<file path="src/fwsr_pkg.sv">
// Constants for the flash write-status host controller.
// Assumes a 250 MHz clock and a parallel flash with open-drain busy pin.
package fwsr_pkg;

    // -------------------------------------------------------------------
    // Clock and timing
    // -------------------------------------------------------------------
    localparam int CLK_PERIOD_NS = 4;
    localparam int T_READ_NS = 70;
    localparam int T_WRITE_PULSE_NS = 35;
    localparam int T_WRITE_HIGH_NS = 30;
    localparam int T_OE_HOLD_NS = 10;
    localparam int SYNC_STAGES = 2;

    // Least times round up to whole cycles, never below one.
    function automatic int fwsr_cyc_up(input int ns);
        int c;
        c = (ns + CLK_PERIOD_NS - 1) / CLK_PERIOD_NS;
        return (c < 1) ? 1 : c;
    endfunction

    // Reads hold the strobe long enough for the synchroniser to catch up.
    localparam int READ_CYC = fwsr_cyc_up(T_READ_NS) + SYNC_STAGES;
    localparam int WP_CYC = fwsr_cyc_up(T_WRITE_PULSE_NS);
    localparam int WPH_CYC = fwsr_cyc_up(T_WRITE_HIGH_NS);
    localparam int OEH_CYC = fwsr_cyc_up(T_OE_HOLD_NS);
    localparam int CNT_W = 5;

    // -------------------------------------------------------------------
    // Register map of the command port
    // -------------------------------------------------------------------
    localparam logic [7:0] OFF_CMD = 8'h00;
    localparam logic [7:0] OFF_ADDR = 8'h04;
    localparam logic [7:0] OFF_WDATA = 8'h08;
    localparam logic [7:0] OFF_STATUS = 8'h0C;
    localparam logic [7:0] OFF_RDATA = 8'h10;

    // Operation codes written to the command register.
    localparam logic [2:0] OP_NONE = 3'h0;
    localparam logic [2:0] OP_WRITE = 3'h1;
    localparam logic [2:0] OP_POLL = 3'h2;
    localparam logic [2:0] OP_ADD_SECTOR = 3'h3;
    localparam logic [2:0] OP_READ = 3'h4;

    // Status register fields.
    localparam int ST_BUSY = 0;
    localparam int ST_DONE = 1;
    localparam int ST_FAIL = 2;
    localparam int ST_REJECT = 3;
    localparam int ST_MAYBE = 4;
    localparam int ST_READY = 5;
    localparam int ST_TIMER = 6;

    // -------------------------------------------------------------------
    // Flash status bit positions and commands
    // -------------------------------------------------------------------
    localparam int DATA_POLL_BIT = 7;
    localparam int TOGGLE_BIT_PRIMARY = 6;
    localparam int TIMING_LIMIT_FAIL_BIT = 5;
    localparam int ERASE_WINDOW_TIMER_BIT = 3;
    localparam int TOGGLE_BIT_SECTOR = 2;
    localparam logic [15:0] CMD_RESET = 16'h00F0;
    localparam logic [15:0] CMD_SECTOR_ERASE = 16'h0030;

    // -------------------------------------------------------------------
    // Controller states
    // -------------------------------------------------------------------
    typedef enum logic [3:0] {
        S_IDLE   = 4'b0001,
        S_LAUNCH = 4'b0010,
        S_STROBE = 4'b0100,
        S_RECOV  = 4'b1000
    } fwsr_state_t;

endpackage : fwsr_pkg

</file>
<file path="src/fwsr_host.sv">
// Host controller that runs flash bus cycles and interprets write status.
// Assumes the flash data pins and busy pin are asynchronous to i_clock.
//
// Contract
// RULE_01: The flash sets its timing-limit failure bit when a run exceeds its pulse limit.
// RULE_02: Programming a one over a zero halts the flash and later sets the failure bit.
// RULE_03: Programming never turns a zero into a one; only erase does.
// RULE_04: After a timing-limit failure the host writes the reset command.
// RULE_05: Only sector erase runs the erase time-out, chip erase does not.
// RULE_06: Each added sector erase command restarts the whole time-out.
// RULE_07: The erase timer bit reads zero during the time-out and one after.
// RULE_08: The host may skip the timer bit only if added commands come under 50 us apart.
// RULE_09: The host confirms acceptance by toggle status before sampling the timer bit; OP_ADD_SECTOR samples it from one read with no toggle check.
// RULE_10: Once the timer bit is one, the flash ignores all but erase suspend.
// RULE_11: While the timer bit is zero, the flash accepts further sector erase commands.
// RULE_12: The host checks the timer bit before and after each added sector command.
// RULE_13: The host presents a valid address when reading polling or sector toggle status.
// RULE_14: The primary toggle bit changes on every status read during an embedded run.
// RULE_15: The busy pin is low while programming or erasing and high when ready.
// RULE_16: Program status shows inverted bit seven, toggling, no failure and busy low.
// RULE_17: Erase and erase-suspend reads show the documented polling and toggle patterns.
//
// Our own choices: the plain strobed port and the placing of the registers.
module fwsr_host
    import fwsr_pkg::*;
#(
    parameter int ADDR_W = 18,
    parameter int DATA_W = 16
) (
    // Clock and reset
    input wire logic i_clock,
    input wire logic i_rst,
    // Command port
    input wire logic [7:0] i_addr,
    input wire logic [31:0] i_wdata,
    input wire logic i_wr,
    input wire logic i_rd,
    output logic [31:0] o_rdata,
    // Flash bus
    output logic [ADDR_W-1:0] o_flash_addr,
    input wire logic [DATA_W-1:0] i_flash_dq,
    output logic [DATA_W-1:0] o_flash_dq,
    output logic o_flash_dq_oe,
    output logic o_flash_ce_n,
    output logic o_flash_oe_n,
    output logic o_flash_we_n,
    output logic o_flash_reset_n,
    input wire logic i_flash_ready_busy
);

    // -------------------------------------------------------------------
    // Parameter checks
    // -------------------------------------------------------------------
    if (DATA_W < 8 || DATA_W > 32 || ADDR_W < 1 || ADDR_W > 32) begin : g_bad_param
        $error("fwsr_host: DATA_W must be 8..32 and ADDR_W 1..32");
    end

    // -------------------------------------------------------------------
    // State
    // -------------------------------------------------------------------
    typedef struct packed {
        fwsr_state_t state;
        logic [2:0] op;
        logic [2:0] step;
        logic [CNT_W-1:0] cnt;
        logic cyc_wr;
        logic [1:0] reads;
        logic [ADDR_W-1:0] addr;
        logic [DATA_W-1:0] wdata;
        logic [DATA_W-1:0] first;
        logic [DATA_W-1:0] last;
        logic busy;
        logic done;
        logic fail;
        logic reject;
        logic maybe;
        logic timer;
        logic [DATA_W-1:0] dq_s1;
        logic [DATA_W-1:0] dq_s2;
        logic ry_s1;
        logic ry_s2;
        logic [ADDR_W-1:0] fa;
        logic [DATA_W-1:0] fdo;
        logic fdo_oe;
        logic ce_n;
        logic oe_n;
        logic we_n;
        logic rst_n;
        logic [31:0] rdata;
    } fwsr_regs_t;

    fwsr_regs_t st_reg;
    fwsr_regs_t st_next;

    localparam logic [CNT_W-1:0] READ_CNT = CNT_W'(READ_CYC - 1);
    localparam logic [CNT_W-1:0] WP_CNT = CNT_W'(WP_CYC - 1);
    localparam logic [CNT_W-1:0] WPH_CNT = CNT_W'(WPH_CYC - 1);
    localparam logic [CNT_W-1:0] OEH_CNT = CNT_W'(OEH_CYC - 1);

    function automatic logic [31:0] fwsr_status(input fwsr_regs_t s);
        logic [31:0] w;
        w = 32'h0000_0000;
        w[ST_BUSY] = s.busy;
        w[ST_DONE] = s.done;
        w[ST_FAIL] = s.fail;
        w[ST_REJECT] = s.reject;
        w[ST_MAYBE] = s.maybe;
        w[ST_READY] = s.ry_s2;
        w[ST_TIMER] = s.timer;
        return w;
    endfunction

    // -------------------------------------------------------------------
    // Next state
    // -------------------------------------------------------------------
    always_comb begin
        st_next = st_reg;
        st_next.dq_s1 = i_flash_dq;
        st_next.dq_s2 = st_reg.dq_s1;
        st_next.ry_s1 = i_flash_ready_busy;
        st_next.ry_s2 = st_reg.ry_s1;
        st_next.rst_n = 1'b1;
        st_next.rdata = 32'h0000_0000;

        if (i_rd) begin
            if (i_addr == OFF_STATUS) begin
                st_next.rdata = fwsr_status(st_reg);
            end else if (i_addr == OFF_RDATA) begin
                st_next.rdata = 32'(st_reg.last);
            end else if (i_addr == OFF_ADDR) begin
                st_next.rdata = 32'(st_reg.addr);
            end else if (i_addr == OFF_WDATA) begin
                st_next.rdata = 32'(st_reg.wdata);
            end
        end

        // Operands are frozen while an operation runs so a cycle never sees them move.
        if (i_wr && !st_reg.busy) begin
            if (i_addr == OFF_ADDR) begin
                st_next.addr = i_wdata[ADDR_W-1:0];
            end else if (i_addr == OFF_WDATA) begin
                st_next.wdata = i_wdata[DATA_W-1:0];
            end
        end

        case (st_reg.state)
            S_IDLE: begin
                if (i_wr && i_addr == OFF_CMD && i_wdata[2:0] != OP_NONE) begin
                    st_next.op = i_wdata[2:0];
                    st_next.step = 3'h0;
                    st_next.reads = 2'h0;
                    st_next.busy = 1'b1;
                    st_next.done = 1'b0;
                    st_next.fail = 1'b0;
                    st_next.reject = 1'b0;
                    st_next.maybe = 1'b0;
                    st_next.state = S_LAUNCH;
                end
            end
            S_LAUNCH: begin
                // Default is a status read at the software-given address. [RULE_13]
                st_next.state = S_STROBE;
                st_next.cyc_wr = 1'b0;
                st_next.fa = st_reg.addr;
                st_next.cnt = READ_CNT;
                case (st_reg.op)
                    OP_WRITE: begin
                        if (st_reg.step != 3'h0) begin
                            st_next.state = S_IDLE;
                        end else begin
                            st_next.cyc_wr = 1'b1;
                            st_next.fdo = st_reg.wdata;
                        end
                    end
                    OP_READ: begin
                        if (st_reg.step != 3'h0) begin
                            st_next.state = S_IDLE;
                        end
                    end
                    OP_POLL: begin
                        // Two reads before any verdict; the pair is sliding. [RULE_09] [RULE_14]
                        if (st_reg.step == 3'h2) begin
                            st_next.state = S_LAUNCH;
                            if (st_reg.first[TOGGLE_BIT_PRIMARY] ==
                                st_reg.last[TOGGLE_BIT_PRIMARY]) begin
                                st_next.state = S_IDLE;
                            end else if (st_reg.last[TIMING_LIMIT_FAIL_BIT]) begin
                                st_next.step = 3'h3; // [RULE_01]
                            end else begin
                                st_next.step = 3'h1;
                            end
                        end else if (st_reg.step == 3'h4) begin
                            st_next.state = S_LAUNCH;
                            st_next.step = 3'h5;
                            if (st_reg.first[TOGGLE_BIT_PRIMARY] ==
                                st_reg.last[TOGGLE_BIT_PRIMARY]) begin
                                st_next.state = S_IDLE;
                            end
                        end else if (st_reg.step == 3'h5) begin
                            // Still toggling with the limit bit set: send the reset command. [RULE_04]
                            st_next.cyc_wr = 1'b1;
                            st_next.fdo = DATA_W'(CMD_RESET);
                        end else if (st_reg.step == 3'h6) begin
                            st_next.fail = 1'b1;
                            st_next.state = S_IDLE;
                        end
                    end
                    OP_ADD_SECTOR: begin
                        // The timer bit is read on both sides of the added command. [RULE_12] [RULE_08]
                        if (st_reg.step == 3'h1) begin
                            st_next.state = S_LAUNCH;
                            st_next.step = 3'h2;
                            st_next.timer = st_reg.last[ERASE_WINDOW_TIMER_BIT]; // [RULE_07]
                            if (st_reg.last[ERASE_WINDOW_TIMER_BIT]) begin
                                st_next.reject = 1'b1; // [RULE_10]
                                st_next.state = S_IDLE;
                            end
                        end else if (st_reg.step == 3'h2) begin
                            st_next.cyc_wr = 1'b1; // [RULE_11]
                            st_next.fdo = DATA_W'(CMD_SECTOR_ERASE);
                        end else if (st_reg.step == 3'h4) begin
                            st_next.timer = st_reg.last[ERASE_WINDOW_TIMER_BIT];
                            st_next.maybe = st_reg.last[ERASE_WINDOW_TIMER_BIT]; // [RULE_12]
                            st_next.state = S_IDLE;
                        end
                    end
                    default: begin
                        st_next.state = S_IDLE;
                    end
                endcase
                if (st_next.state == S_IDLE) begin
                    st_next.busy = 1'b0;
                    st_next.done = 1'b1;
                end else if (st_next.state == S_STROBE) begin
                    st_next.ce_n = 1'b0;
                    st_next.oe_n = st_next.cyc_wr;
                    st_next.we_n = !st_next.cyc_wr;
                    st_next.fdo_oe = st_next.cyc_wr;
                    if (st_next.cyc_wr) begin
                        st_next.cnt = WP_CNT;
                    end
                end
            end
            S_STROBE: begin
                st_next.cnt = st_reg.cnt - 1'b1;
                if (st_reg.cnt == '0) begin
                    if (!st_reg.cyc_wr) begin
                        st_next.first = st_reg.last;
                        st_next.last = st_reg.dq_s2;
                        st_next.reads = (st_reg.reads == 2'h3) ? 2'h3 : st_reg.reads + 2'h1;
                    end
                    st_next.ce_n = 1'b1;
                    st_next.oe_n = 1'b1;
                    st_next.we_n = 1'b1;
                    st_next.cnt = st_reg.cyc_wr ? WPH_CNT : OEH_CNT;
                    st_next.state = S_RECOV;
                end
            end
            S_RECOV: begin
                st_next.cnt = st_reg.cnt - 1'b1;
                if (st_reg.cnt == '0) begin
                    st_next.fdo_oe = 1'b0;
                    st_next.step = st_reg.step + 3'h1;
                    st_next.state = S_LAUNCH;
                end
            end
            default: begin
                st_next.state = S_IDLE;
            end
        endcase
    end

    // -------------------------------------------------------------------
    // Registers
    // -------------------------------------------------------------------
    always_ff @(posedge i_clock) begin
        if (i_rst) begin
            st_reg <= '0;
            st_reg.state <= S_IDLE;
            st_reg.ce_n <= 1'b1;
            st_reg.oe_n <= 1'b1;
            st_reg.we_n <= 1'b1;
        end else begin
            st_reg <= st_next;
        end
    end

    assign o_rdata = st_reg.rdata;
    assign o_flash_addr = st_reg.fa;
    assign o_flash_dq = st_reg.fdo;
    assign o_flash_dq_oe = st_reg.fdo_oe;
    assign o_flash_ce_n = st_reg.ce_n;
    assign o_flash_oe_n = st_reg.oe_n;
    assign o_flash_we_n = st_reg.we_n;
    assign o_flash_reset_n = st_reg.rst_n;
endmodule : fwsr_host

</file>
<file path="config.mk">
export PLATFORM = sky130hd
export DESIGN_NAME = fwsr_host
export DESIGN_NICKNAME = d
export VERILOG_FILES = /design/src/fwsr_pkg.sv /design/src/fwsr_host.sv
export SDC_FILE = /design/constraint.sdc
export NUM_CORES = 1
export LEC_CHECK = 0
export BUFFER_PORTS_ARGS = -buffer_cell sky130_fd_sc_hd__clkbuf_2
export CAP_MARGIN = 10
export CORE_ASPECT_RATIO = 0.7
export CORE_MARGIN = 3
export CORE_UTILIZATION = 57
export CTS_BUF_LIST = sky130_fd_sc_hd__clkbuf_8
export DETAILED_ROUTE_END_ITERATION = 8
export PLACE_DENSITY = 0.82
export REMOVE_ABC_BUFFERS = 1
export SETUP_SLACK_MARGIN = 0.4
export SYNTH_ARGS = -nofsm -noshare
export SYNTH_HDL_FRONTEND = slang
export SYNTH_SLANG_ARGS = --single-unit
</file>
<file path="constraint.sdc">
create_clock -name i_clock -period 3.2 [get_ports i_clock]
set_clock_uncertainty 0.15 [all_clocks]
set_input_delay 0.16 -clock i_clock [delete_from_list [all_inputs] [get_ports i_clock]]
set_output_delay 0.16 -clock i_clock [all_outputs]
set_load 0.02 [all_outputs]
</file>
==> impl_metrics.yaml <==
clock_tree:
  clock_latency_ns: 0.46
  cts_buffer_depth: 2
  cts_buffers: 17
  clockRootBuffer: "clkbuf_8"
  clock_sinks: 164
  tritoncts: "yes"
  clk_pin_slew_ns: 0.09
  h-tree-depth: 4
  post_cts_buffers: 0
timing:
  finalSetupViolCount: 0
  tightest_slew_ns: 0.940
  setup_tns_ns: 0
  min_period_over_period_pct: 80.7
  rsz0062_at_grt: "no"
  hold_violations: 0
  hold_ws_ns: 0.205
  period_needed_ns: 2.58
  timing.fmax_ghz: 0.387
  slew_viol_final: 0
  max_slew_margin_pct: 37.3
synthesis:
  yosys-top-cells-area: "dfxtp_1 (48%), nand2_1 (7.6%), buf_4 (7.2%), a21oi_1 (5.9%), nor2b_1 (3.5%)"
  yosys.area.top_type: "dfxtp_1"
  synth.area.mux_share_pct: 2.75
  synth_xor_area_share_pct: 0.507
  synthSimpleGateAreaFrac_pct: 21.3
  synthAdderAreaFrac_pct: 0.906
  synth_edf_count: 0
  synth_cells: 794
  ys_top_cells_by_count: "dfxtp_1 (164), nand2_1 (139), a21oi_1 (82)"
  post_synth_instance_area_sq_mm: 0.00691
  async_flop_share_pct: 0
  ys.flop_type: "dfxtp_1"
  syn_avg_cell_area_sq_um: 8.70
  ys_types: 58
  synth-compound-area-share_pct: 16.0
  ys_ff_latch: 164
  synth_most_common_cell: "dfxtp_1"
  synth_top_family_by_area: "simple AND/OR/NAND/NOR gates"
  synth_warnings: 0
  ys_seq_area_share_pct: 47.5
  synth_top_cell_area_share_pct: 47.5
placement:
  port_buffers: 103
  dp_hpwl_mm: 12.0
  dp_cells: 959
  place_congestion: 0.950
finish:
  multi_input_area_sq_mm: 0.00294
  antenna_cells: 0
  areaGrowthSynthToFinish_pct: 14.1
  drive_gt1_share_pct: 18.6
  fin_nets: 931
  final_core_util_pct: 69.1
  nFillCells: 906
  seq_area_sq_mm: 0.00328
  largest_reg_flops: 90
  stdcell_count: 1031
setup_path:
  slowest_delay_ns: 0.51
  start_kind: "flop"
  criticalPathCategory: "flop to flop"
  path_buf_inv: 1
  path_cells: "or4b_4 -> buf_4 -> a2111oi_1 -> a221oi_2 -> nor3_1 -> a211oi_1"
  worstPathArrival_ns: 2.75
  slowest_stage: "or4b_4"
  path_max_fanout: 29
  cp_top_family: "simple AND/OR/NAND/NOR gates"
  crit_required_ns: 3.37
  r2r_slack_ns: 0.62
  cp-end-kind: "flop"
die:
  rows: 32
  die_w_microns: 138
  die_h_microns: 98.1
  core_sq_mm: 0.0114
  initial_core_util_pct: 60.5
  dieArea_sq_mm: 0.0135
  io_pins: 132
routing:
  wl_per_cell_microns: 17.5
  drc: 0
  first_pass_iters: 6
  via_count: 5923
  drt_iter0_drc: 505
  route.antenna.remaining_nets: 0
  routed_wl_mm: 18.1
  via_per_inst: 5.74
status:
  status: "completed"
grt:
  grt.total_usage_pct: 27.3
  grt_pass1_vias: 5678
  grt_antenna_before_repair: 1
  grt_overflow: 0
  grt_pass1_wl_mm: 29.1
  grt_max_degree: 92
run:
  max_cap_violations: 0
min_path:
  min_path_type: "primary input to flop"
pwr:
  ir_drop_mv: 0.287
  pwr_density_cell_mw_per_mm2: 470
  leakagePower_uw: 0.00311
## layout make-up
cell class	count	area share (%)
Timing Repair Buffer	159	13.2
Inverter	9	0.428
Tap cell	153	2.43
Clock buffer	18	3.14
Clock inverter	14	1.89
Sequential cell	164	41.6
Multi-Input combinational cell	514	37.3
## report_power, final
| part | internal (uW) | switching (uW) | total, uW |
|---|---|---|---|
| logic | 71.4 | 94.5 | 166 |
| registers | 2060 | 6.16 | 2070 |
| clock network | 658 | 815 | 1470 |
| total | 2790 | 915 | 3700 |
## path summary, 6_finish.rpt
path                  end        start  depth (start not counted)
max          o_flash_we_n  st_reg[192]                          6
min reg2reg   st_reg[120]   st_reg[82]                          2
min           st_reg[193]    i_addr[4]                          5
max reg2reg  o_flash_we_n  st_reg[192]                          6
## repair_timing
| item | 4_1_cts | 5_1_grt |
|---|---|---|
| setup endpoints to repair | 0 | 8 |
| endpoints found under the hold margin | 58 | 0 |
| gates resized for setup | 0 | 3 |
| hold buffers | 40 | 0 |
## cell families (layout without fill, tap and decap cells)
group	after synthesis	in the layout
simple gates	302	302
compound gates	170	170
flops	164	164
buf+inv	129	200
mux	19	19
fa+ha+maj	5	5
xor+xnor	4	4
other cells	1	14
## tightest hold or removal path, cell delays in order
cell and delay (ns):
clkbuf_2 0.11, nor3b_1 0.08, a21bo_2 0.27, nand2_1 0.10
a211oi_1 0.05
## per-stage QoR
step           area [sq um]  setup WS (ns)  total power (uW)
3_3_place_gp           7080          0.680              2240
2_1_floorplan          6230         -0.814              2160
6_report               7890          0.618              3700
3_5_place_dp           7080          0.599              2240
5_1_grt                7890          0.424              3830
4_1_cts                7880          0.556              3720
## routing by layer
layer | GRT usage (%) | up-vias | share of wire [%]
li1 | - | 2784 | -
met1 | 36.9 | 2801 | 43
met2 | 42.2 | 295 | 46
met3 | 7.16 | 41 | 9.3
met4 | 9.97 | 2 | 1.9
met5 | 0 | - | 0.072
## placed cells by master, fill, tap and decap left out, types with 19 or more instances in the layout
cell | Yosys | final
dfxtp_1 | 164 | 164
nand2_1 | 139 | 139
clkbuf_2 | 1 | 102
a21oi_1 | 82 | 82
nor2_1 | 40 | 40
dlygate4sd3_1 | 0 | 40
nor2b_1 | 39 | 39
nor3_1 | 19 | 19
nand3_1 | 19 | 19
mux2i_1 | 19 | 19
Note: power is estimated with default switching activity, not from simulation.
